===== config.mk =====
export PLATFORM = sky130hd
export DESIGN_NAME = rhr_top
export DESIGN_NICKNAME = d
export VERILOG_FILES = /design/src/rhr_top.v
export VERILOG_INCLUDE_DIRS = /design/src /design/src/src
export SDC_FILE = /design/constraint.sdc
export NUM_CORES = 1
export LEC_CHECK = 0
export BUFFER_PORTS_ARGS = -buffer_cell sky130_fd_sc_hd__buf_2
export CORE_ASPECT_RATIO = 0.7
export CORE_UTILIZATION = 60
export DETAILED_ROUTE_END_ITERATION = 10
export PLACE_DENSITY_LB_ADDON = 0.3
export SKIP_LAST_GASP = 1
export SLEW_MARGIN = 20
export SYNTH_ARGS = -nofsm -noshare
export SYNTH_HDL_FRONTEND = slang
export SYNTH_SLANG_ARGS = --single-unit

===== constraint.sdc =====
create_clock -name CLK -period 6.4 [get_ports CLK]
set_input_delay 0.64 -clock CLK [delete_from_list [all_inputs] [get_ports CLK]]
set_output_delay 0.64 -clock CLK [all_outputs]
set_load 0.02 [all_outputs]

===== src/rhr_consts.vh =====
// What this block does
// - Hold-off counter counts down once the active input loses signal.
// - Hold-off counter reaching zero performs a reference fail-over switch.
// - Hold-off period is an 8-bit count of prescaled ticks, reset 0x80.
// - Hold-off counter reloads its setting after every transition to zero.
// - Tick is clock / 2^15, 2^16, 2^17 for prescaler 00, 01, 10; reset 10.
// - Defaults at 122.88 MHz give about 136 ms, 128 ticks of clock/2^17.
// - Revalidation code 00/01/10/11 means 2/16/32/64 periods, reset 10.
// - Loss loads the revalidation counter; each valid period decrements it.
// - A missing edge for one period reloads the revalidation counter.
// - Revalidation counter reaching zero clears that input's loss flag.
// - Auto modes pick from loss states and select bit; manual uses the bit.
// - Revertive auto mode returns to the primary when it revalidates.
//
// Purpose: constants of the reference holdover and revalidation block
// Assumes: 32-bit AXI4-Lite register slave
// Notes: offsets are byte addresses
`ifndef RHR_CONSTS_VH
`define RHR_CONSTS_VH
// ----------------------------------------------------------------
// register map
// ----------------------------------------------------------------
`define RHR_ADDR_CTRL 5'h00
`define RHR_ADDR_HOLD 5'h04
`define RHR_ADDR_REVAL 5'h08
`define RHR_ADDR_MON 5'h0C
`define RHR_ADDR_STAT 5'h10
`define RHR_RESP_OKAY 2'h0
`define RHR_RESP_SLVERR 2'h2
// ----------------------------------------------------------------
// reset values
// ----------------------------------------------------------------
`define RHR_RST_SEL 1'h0
`define RHR_RST_MODE 2'h0
`define RHR_RST_EXT 2'h2
`define RHR_RST_PERIOD 8'h80
`define RHR_RST_PRESC 2'h2
`define RHR_RST_REVAL 2'h2
// ----------------------------------------------------------------
// encodings
// ----------------------------------------------------------------
`define RHR_EXT_INTERNAL 2'h2
`define RHR_MODE_MAN_HOLD 2'h0
`define RHR_MODE_AUTO 2'h1
`define RHR_MODE_SHORT_HOLD 2'h2
`define RHR_MODE_AUTO_HOLD 2'h3
`define RHR_PRESC_15 2'h0
`define RHR_PRESC_16 2'h1
`define RHR_MASK_15 17'h07FFF
`define RHR_MASK_16 17'h0FFFF
`define RHR_MASK_17 17'h1FFFF
`define RHR_REV_2 7'h02
`define RHR_REV_16 7'h10
`define RHR_REV_32 7'h20
`define RHR_REV_64 7'h40
// default timing at a 122.88 MHz clock: 128 ticks of 2^17 cycles
`define RHR_HOLD_DEFAULT_MS 136
`endif


===== src/rhr_top.v =====
// Purpose: reference supervision, short-term holdover, revalidation
// Assumes: CLK is the VCXO-derived clock; reference pins are asynchronous
// Notes: registers over AXI4-Lite, one write and one read at a time
`timescale 1ns/10ps
`include "rhr_consts.vh"
module rhr_top #(
    parameter MON_DEFAULT = 16'h0040
) (
    // clock and reset
    input wire CLK,
    input wire RST_N,
    // reference inputs and external select
    input wire REF_A,
    input wire REF_B,
    input wire EXTERNAL_SELECT_MODE_PIN,
    // selection status
    output reg REF_ACTIVE,
    output reg LOS_A,
    output reg LOS_B,
    // axi4-lite write address
    input wire [4:0] AWADDR,
    input wire AWVALID,
    output wire AWREADY,
    // axi4-lite write data
    input wire [31:0] WDATA,
    input wire [3:0] WSTRB,
    input wire WVALID,
    output wire WREADY,
    // axi4-lite write response
    output reg [1:0] BRESP,
    output reg BVALID,
    input wire BREADY,
    // axi4-lite read address
    input wire [4:0] ARADDR,
    input wire ARVALID,
    output wire ARREADY,
    // axi4-lite read data
    output reg [31:0] RDATA,
    output reg [1:0] RRESP,
    output reg RVALID,
    input wire RREADY
);
    // ------------------------------------------------------------
    // configuration registers
    // ------------------------------------------------------------
    reg sel_q;
    reg [1:0] mode_q;
    reg rev_en_q;
    reg [1:0] ext_q;
    reg [7:0] period_q;
    reg [1:0] presc_q;
    reg [1:0] reval_q;
    reg [15:0] mon_q;
    // ------------------------------------------------------------
    // axi write path
    // ------------------------------------------------------------
    reg aw_full_q;
    reg w_full_q;
    reg [4:0] aw_addr_q;
    reg [31:0] w_data_q;
    reg [3:0] w_strb_q;
    wire do_write;
    assign AWREADY = !aw_full_q && !BVALID;
    assign WREADY = !w_full_q && !BVALID;
    assign do_write = aw_full_q && w_full_q && !BVALID;
    always @(posedge CLK or negedge RST_N) begin
        if (!RST_N) begin
            aw_full_q <= 1'b0;
            w_full_q <= 1'b0;
            aw_addr_q <= 5'h00;
            w_data_q <= 32'h00000000;
            w_strb_q <= 4'h0;
            BVALID <= 1'b0;
            BRESP <= `RHR_RESP_OKAY;
        end else begin
            if (AWVALID && AWREADY) begin
                aw_full_q <= 1'b1;
                aw_addr_q <= AWADDR;
            end
            if (WVALID && WREADY) begin
                w_full_q <= 1'b1;
                w_data_q <= WDATA;
                w_strb_q <= WSTRB;
            end
            if (do_write) begin
                aw_full_q <= 1'b0;
                w_full_q <= 1'b0;
                BVALID <= 1'b1;
                case (aw_addr_q)
                    `RHR_ADDR_CTRL, `RHR_ADDR_HOLD,
                    `RHR_ADDR_REVAL, `RHR_ADDR_MON,
                    `RHR_ADDR_STAT: BRESP <= `RHR_RESP_OKAY;
                    default: BRESP <= `RHR_RESP_SLVERR;
                endcase
            end else if (BVALID && BREADY) begin
                BVALID <= 1'b0;
            end
        end
    end
    // configuration writes; status is read only
    always @(posedge CLK or negedge RST_N) begin
        if (!RST_N) begin
            sel_q <= `RHR_RST_SEL;
            mode_q <= `RHR_RST_MODE;
            rev_en_q <= 1'b0;
            ext_q <= `RHR_RST_EXT;
            period_q <= `RHR_RST_PERIOD;
            presc_q <= `RHR_RST_PRESC;
            reval_q <= `RHR_RST_REVAL;
            mon_q <= MON_DEFAULT;
        end else if (do_write) begin
            case (aw_addr_q)
                `RHR_ADDR_CTRL: begin
                    if (w_strb_q[0]) begin
                        sel_q <= w_data_q[0];
                        mode_q <= w_data_q[2:1];
                        rev_en_q <= w_data_q[3];
                        ext_q <= w_data_q[5:4];
                    end
                end
                `RHR_ADDR_HOLD: begin
                    if (w_strb_q[0]) begin
                        period_q <= w_data_q[7:0];
                    end
                    if (w_strb_q[1]) begin
                        presc_q <= w_data_q[9:8];
                    end
                end
                `RHR_ADDR_REVAL: begin
                    if (w_strb_q[0]) begin
                        reval_q <= w_data_q[1:0];
                    end
                end
                `RHR_ADDR_MON: begin
                    if (w_strb_q[0]) begin
                        mon_q[7:0] <= w_data_q[7:0];
                    end
                    if (w_strb_q[1]) begin
                        mon_q[15:8] <= w_data_q[15:8];
                    end
                end
                default: begin
                end
            endcase
        end
    end
    // ------------------------------------------------------------
    // axi read path
    // ------------------------------------------------------------
    reg hold_run_q;
    reg [7:0] hold_cnt_q;
    reg [31:0] rd_mux;
    assign ARREADY = !RVALID;
    always @* begin
        rd_mux = 32'h00000000;
        case (ARADDR)
            `RHR_ADDR_CTRL:
                rd_mux[5:0] = {ext_q, rev_en_q, mode_q, sel_q};
            `RHR_ADDR_HOLD: rd_mux[9:0] = {presc_q, period_q};
            `RHR_ADDR_REVAL: rd_mux[1:0] = reval_q;
            `RHR_ADDR_MON: rd_mux[15:0] = mon_q;
            `RHR_ADDR_STAT:
                rd_mux[15:0] = {hold_cnt_q, 4'h0, hold_run_q,
                                REF_ACTIVE, LOS_B, LOS_A};
            default: rd_mux = 32'h00000000;
        endcase
    end
    always @(posedge CLK or negedge RST_N) begin
        if (!RST_N) begin
            RVALID <= 1'b0;
            RDATA <= 32'h00000000;
            RRESP <= `RHR_RESP_OKAY;
        end else if (ARVALID && ARREADY) begin
            RVALID <= 1'b1;
            RDATA <= rd_mux;
            case (ARADDR)
                `RHR_ADDR_CTRL, `RHR_ADDR_HOLD,
                `RHR_ADDR_REVAL, `RHR_ADDR_MON,
                `RHR_ADDR_STAT: RRESP <= `RHR_RESP_OKAY;
                default: RRESP <= `RHR_RESP_SLVERR;
            endcase
        end else if (RVALID && RREADY) begin
            RVALID <= 1'b0;
        end
    end
    // ------------------------------------------------------------
    // input synchronisers and edge detect
    // ------------------------------------------------------------
    reg [2:0] sync_a_q;
    reg [2:0] sync_b_q;
    reg [1:0] sync_x_q;
    always @(posedge CLK or negedge RST_N) begin
        if (!RST_N) begin
            sync_a_q <= 3'h0;
            sync_b_q <= 3'h0;
            sync_x_q <= 2'h0;
        end else begin
            sync_a_q <= {sync_a_q[1:0], REF_A};
            sync_b_q <= {sync_b_q[1:0], REF_B};
            sync_x_q <= {sync_x_q[0], EXTERNAL_SELECT_MODE_PIN};
        end
    end
    // edges taken from stages two and three, never stage one
    wire [1:0] edge_in;
    assign edge_in[0] = sync_a_q[1] && !sync_a_q[2];
    assign edge_in[1] = sync_b_q[1] && !sync_b_q[2];
    // ------------------------------------------------------------
    // per-input loss monitor and revalidation counter
    // ------------------------------------------------------------
    reg [6:0] reval_len;
    always @* begin
        case (reval_q)
            2'h0: reval_len = `RHR_REV_2;
            2'h1: reval_len = `RHR_REV_16;
            2'h2: reval_len = `RHR_REV_32;
            default: reval_len = `RHR_REV_64;
        endcase
    end
    reg [15:0] wd_q [0:1];
    reg [6:0] rv_q [0:1];
    reg [1:0] los_q;
    reg [1:0] reval_done_q;
    wire [1:0] miss;
    genvar gi;
    generate
        for (gi = 0; gi < 2; gi = gi + 1) begin : g_mon
            // a window of mon_q cycles without an edge is a missed period
            assign miss[gi] = (wd_q[gi] >= mon_q) && !edge_in[gi];
            always @(posedge CLK or negedge RST_N) begin
                if (!RST_N) begin
                    wd_q[gi] <= 16'h0000;
                    rv_q[gi] <= 7'h00;
                    los_q[gi] <= 1'b0;
                    reval_done_q[gi] <= 1'b0;
                end else begin
                    reval_done_q[gi] <= 1'b0;
                    if (edge_in[gi] || miss[gi]) begin
                        wd_q[gi] <= 16'h0000;
                    end else begin
                        wd_q[gi] <= wd_q[gi] + 16'h0001;
                    end
                    if (miss[gi]) begin
                        los_q[gi] <= 1'b1;
                        rv_q[gi] <= reval_len;
                    end else if (los_q[gi] && edge_in[gi]) begin
                        if (rv_q[gi] <= 7'h01) begin
                            los_q[gi] <= 1'b0;
                            reval_done_q[gi] <= 1'b1;
                            rv_q[gi] <= 7'h00;
                        end else begin
                            rv_q[gi] <= rv_q[gi] - 7'h01;
                        end
                    end
                end
            end
        end
    endgenerate
    // ------------------------------------------------------------
    // hold-off prescaler
    // ------------------------------------------------------------
    reg [16:0] pre_q;
    reg [16:0] pre_mask;
    wire tick;
    always @* begin
        case (presc_q)
            `RHR_PRESC_15: pre_mask = `RHR_MASK_15;
            `RHR_PRESC_16: pre_mask = `RHR_MASK_16;
            default: pre_mask = `RHR_MASK_17;
        endcase
    end
    // free-running count; the first tick after a loss may come early
    assign tick = (pre_q & pre_mask) == pre_mask;
    always @(posedge CLK or negedge RST_N) begin
        if (!RST_N) begin
            pre_q <= 17'h00000;
        end else begin
            pre_q <= pre_q + 17'h00001;
        end
    end
    // ------------------------------------------------------------
    // reference selection and hold-off counter
    // ------------------------------------------------------------
    wire internal = (ext_q == `RHR_EXT_INTERNAL);
    wire manual = !mode_q[0];
    wire uses_hold = (mode_q == `RHR_MODE_SHORT_HOLD) ||
                     (mode_q == `RHR_MODE_AUTO_HOLD);
    wire los_act = REF_ACTIVE ? los_q[1] : los_q[0];
    wire los_oth = REF_ACTIVE ? los_q[0] : los_q[1];
    wire prim_back = sel_q ? reval_done_q[1] : reval_done_q[0];
    reg los_act_d1_q;
    reg failed_q;
    wire hold_exp = hold_run_q && tick && (hold_cnt_q <= 8'h01);
    always @(posedge CLK or negedge RST_N) begin
        if (!RST_N) begin
            los_act_d1_q <= 1'b0;
            hold_run_q <= 1'b0;
            hold_cnt_q <= `RHR_RST_PERIOD;
            failed_q <= 1'b0;
            REF_ACTIVE <= 1'b0;
            LOS_A <= 1'b0;
            LOS_B <= 1'b0;
        end else begin
            LOS_A <= los_q[0];
            LOS_B <= los_q[1];
            los_act_d1_q <= los_act;
            if (!hold_run_q) begin
                hold_cnt_q <= period_q;
            end
            if (!internal) begin
                // external select; select bit and modes ignored
                REF_ACTIVE <= sync_x_q[1];
                hold_run_q <= 1'b0;
                failed_q <= 1'b0;
            end else if (hold_exp) begin
                REF_ACTIVE <= !REF_ACTIVE;
                hold_cnt_q <= period_q;
                hold_run_q <= 1'b0;
                failed_q <= 1'b1;
            end else if (hold_run_q) begin
                if (tick) begin
                    hold_cnt_q <= hold_cnt_q - 8'h01;
                end
                if (!los_act) begin
                    hold_run_q <= 1'b0;
                end
            end else if (uses_hold && los_act && !los_act_d1_q) begin
                hold_run_q <= 1'b1;
                hold_cnt_q <= period_q;
            end else if (manual && !failed_q) begin
                REF_ACTIVE <= sel_q;
            end else if (!manual) begin
                if (mode_q == `RHR_MODE_AUTO && los_act && !los_oth) begin
                    REF_ACTIVE <= !REF_ACTIVE;
                end else if (rev_en_q && prim_back) begin
                    REF_ACTIVE <= sel_q;
                end
            end
            // a fresh write of the select bit in manual mode re-arms it
            // a fail-over in the same cycle wins over the re-arm
            if (do_write && aw_addr_q == `RHR_ADDR_CTRL && manual &&
                !hold_exp) begin
                failed_q <= 1'b0;
            end
        end
    end
endmodule

==> flow_metrics.py <==
metrics = {
    "outcome": {
        "outcome": "complete, no violations",
    },
    "synthesis": {
        "ys_async_sr_fraction": 1.00,
        "synth_warnings": 0,
        "synth_cell_type_count": 61,
        "yosys_most_used_dff": "dfrtp_1",
        "ys_seq_elements": 168,
        "synth-edff-count": 0,
        "netlist_area_mm2": 0.00848,
        "synth_cells": 803,
        "synth_area_per_cell_um2": 10.6,
        "seq_area_frac_synth": 0.496,
    },
    "placed_design": {
        "detailed_place_hpwl_mm": 13.2,
        "io_buffers": 63,
        "gp_congestion": 0.881,
    },
    "detailed_routing": {
        "routed_wirelength_mm": 19.0,
        "route.detailed.drc": 0,
        "drtAntennaViolNets": 0,
        "first_pass_iters": 5,
        "dr.first_iter.drc_count": 514,
        "wl_met3_mm": 1.18,
        "vias_per_cell": 6.01,
        "wire_per_inst_um": 18.0,
        "vias": 6359,
        "highest_layer": "met4",
        "dr_wl_met2_mm": 8.71,
        "wl_met1_mm": 8.88,
    },
    "cts": {
        "path_clk_slew_ns": 0.07,
        "clock_latency_ns": 0.43,
        "cts_tree": "built",
        "cts_buffers": 17,
        "cts.sinks": 168,
        "ctsHtreeMaxLevel": 4,
        "cts_hold_buf": 0,
        "clock_path_buffers": 2,
        "cts-resized-gates": 0,
        "cts-root-buf": "clkbuf_16",
        "cts_setup_buffers": 0,
    },
    "sta": {
        "fmax_ghz": 0.322,
        "finClkSkew_ns": 0.0111,
        "drv_slew": 0,
        "setup_violations": 0,
        "rsz0062_at_grt": "false",
        "fin_setup_tns_ns": 0,
        "fin_crit_sh": 0.485,
        "hold_viol_final": 0,
        "max_slew_margin": 0.275,
        "worst_pin_slew_ns": 1.09,
        "period_minus_slack_ns": 3.11,
    },
    "critical_path": {
        "cpPeakStageDelay_ns": 0.82,
        "cp-start-kind": "flip-flop",
        "end_kind": "flip-flop",
        "required_ns": 6.74,
        "crit_arrival_ns": 3.45,
        "critical_path.max_fanout": 22,
        "crit_chain": "inv_1 -> ha_1 -> nand4_1 -> nor3_1 -> nor4_1 -> nand4_1 -> o21a_1 -> o221ai_1",
        "critPathKind": "reg2reg",
        "crit_slowest_cell": "nand4_1",
        "cpMostUsedCell": "nand4_1",
    },
    "die": {
        "initial_core_util": 0.629,
        "die_w_um": 144,
        "num_rows": 35,
        "die_area_mm2": 0.0146,
        "core-area_mm2": 0.0135,
        "die_h_um": 101,
        "pin_count": 100,
    },
    "pwr": {
        "total_power_mw": 3.70,
        "vdd_drop_max_mv": 0.259,
        "power_frac_seq": 0.429,
        "swShare": 0.372,
        "pwr-share-comb": 0.302,
        "p_int_mw": 2.33,
        "power.density_mw_per_mm2": 392,
        "p_clk_frac": 0.270,
        "p_leak_nw": 4.42,
        "p_sw_mw": 1.38,
    },
    "global_routing": {
        "grt_pass1_wl_mm": 31.5,
        "grt_max_degree": 100,
        "grt_pass1_vias": 6246,
        "antenna_found_initial": 0,
        "grt_overflow_total": 0,
        "track_usage": 0.282,
    },
    "finish": {
        "diodes": 0,
        "syn2layout_area_growth_pct": 11.3,
        "drive_gt1_frac": 0.197,
        "utilization": 0.700,
        "layout.nets": 957,
    },
    "run": {
        "maxCapViolCount": 0,
    },
    "hold_path": {
        "hp-class": "in2async",
    },
}
[layout by cell type (no fill, tap or decap), types with 5 or more instances in the layout]
cell,instances
nand2_1,42
inv_1,39
o21ai_0,26
mux2i_1,10
and2_1,5
a221oi_1,12
clkbuf_16,17
a21oi_1,36
nand3_1,39
nor2b_1,10
dfstp_2,6
nor4_1,10
a22o_1,5
and3_1,14
nor3_1,12
mux2_2,60
buf_2,62
nor2_1,90
o22ai_1,5
conb_1,18
dfrtp_1,162
nand4_1,12
a31oi_1,9
nand2b_1,10
clkinvlp_4,5
xnor2_1,19
xor2_1,25
ha_1,41
[worst max-delay path, delay by kind of cell, from the launching register on]
family,cells,cell delay [ns]
buffers and inverters,1,0.09
AO/OA/AOI/OAI,2,0.57
AND/OR/NAND/NOR,4,1.64
flip-flops,1,0.41
adder cells (fa/ha/maj),1,0.31
[stage by stage]
stage	instance area [µm²]	std cells	hold slack, ns	worst slack [ns]
after floorplan	8550	820	0.331	4.08
after CTS	9440	1058	0.308	3.32
after detailed placement	8870	1026	0.339	3.36
after global routing	9440	1058	0.301	3.03
final	9440	1058	0.277	3.29
after global placement	8870	1026	0.334	3.42
[routing by layer]
layer / up-vias / track usage
li1: 2939 / -
met1: 3160 / 0.396
met2: 235 / 0.446
met3: 25 / 0.0629
met4: 0 / 0.0777
met5: - / 0
[cell families (layout without fill, tap and decap cells)]
kind of cell | count (synthesis) | in the layout | share of synthesized area
other | 1 | 18 | 0.000442
XOR/XNOR | 44 | 44 | 0.0454
AND/OR/NAND/NOR | 269 | 269 | 0.158
flip-flops | 168 | 168 | 0.496
AO/OA/AOI/OAI | 126 | 126 | 0.0973
buffers and inverters | 82 | 135 | 0.0453
multiplexers | 72 | 72 | 0.0968
adder cells (fa/ha/maj) | 41 | 41 | 0.0605
[Yosys cell counts (3+ instances only)]
master    count  area [µm²]
a211oi_1      3        22.5
a21o_1        3        22.5
a21oi_1      36         180
a221oi_1     12         105
a22o_1        5        43.8
a31oi_1       9        56.3
and2_1        5        31.3
and3_1       14        87.6
and4_1        4        35.0
buf_1         4        15.0
buf_4        18         135
clkbuf_1     19        71.3
dfrtp_1     162        4050
dfstp_2       6         158
ha_1         41         513
inv_1        39         146
mux2_2       60         676
mux2i_1      10         100
nand2_1      42         158
nand2b_1     10        62.6
nand3_1      39         195
nand3b_1      3        22.5
nand4_1      12        75.1
nor2_1       90         338
nor2b_1      10        62.6
nor3_1       12        60.1
nor3b_1       3        22.5
nor4_1       10        62.6
o211a_1       4        40.0
o21a_1        3        22.5
o21ai_0      26         130
o22ai_1       5        31.3
o31ai_1       3        22.5
or3_1         3        18.8
or4_1         3        22.5
xnor2_1      19         166
xor2_1       25         219
[registers in the layout, indices dropped and copies added, names as in the netlist, 2 cells and up]
register	count
ext_q	2
period_q	8
sync_x_q	2
aw_addr_q	5
w_strb_q	2
RDATA	16
sync_a_q	3
reval_q	2
wd_q	32
hold_cnt_q	8
mon_q	16
presc_q	2
reval_done_q	2
los_q	2
sync_b_q	3
rv_q	14
pre_q	17
w_data_q	16
mode_q	2
[final cells by class]
| class | count | area (µm²) |
|---|---|---|
| Multi-Input combinational cell | 570 | 3950 |
| Clock inverter | 15 | 145 |
| Tap cell | 185 | 231 |
| Sequential cell | 168 | 4210 |
| Timing Repair Buffer | 64 | 329 |
| Inverter | 39 | 146 |
| Clock buffer | 17 | 425 |
| Fill cell | 990 | 4050 |
[worst paths after layout]
kind,start,end,slack (ns),cells after the start
worst min-delay path,RST_N,pre_q[13],0.28,1
worst max-delay path,mon_q[13],rv_q[1],3.29,8
worst min register to register,sync_a_q[0],sync_a_q[1],0.36,0
min in group CLK,REF_A,sync_a_q[0],0.31,1
max in group asynchronous,RST_N,rv_q[11],4.65,2
worst max register to register,mon_q[13],rv_q[1],3.29,8
[power by group through the flow]
stage	combinational, mW	sequential (mW)	clock [mW]
final	1.12	1.59	0.999
after global routing	1.24	1.62	1.05
after CTS	1.11	1.58	1.00
after detailed placement	1.09	1.59	0
after global placement	1.03	1.57	0
after floorplan	0.861	1.51	0
Note: power is estimated with default switching activity, not from simulation.
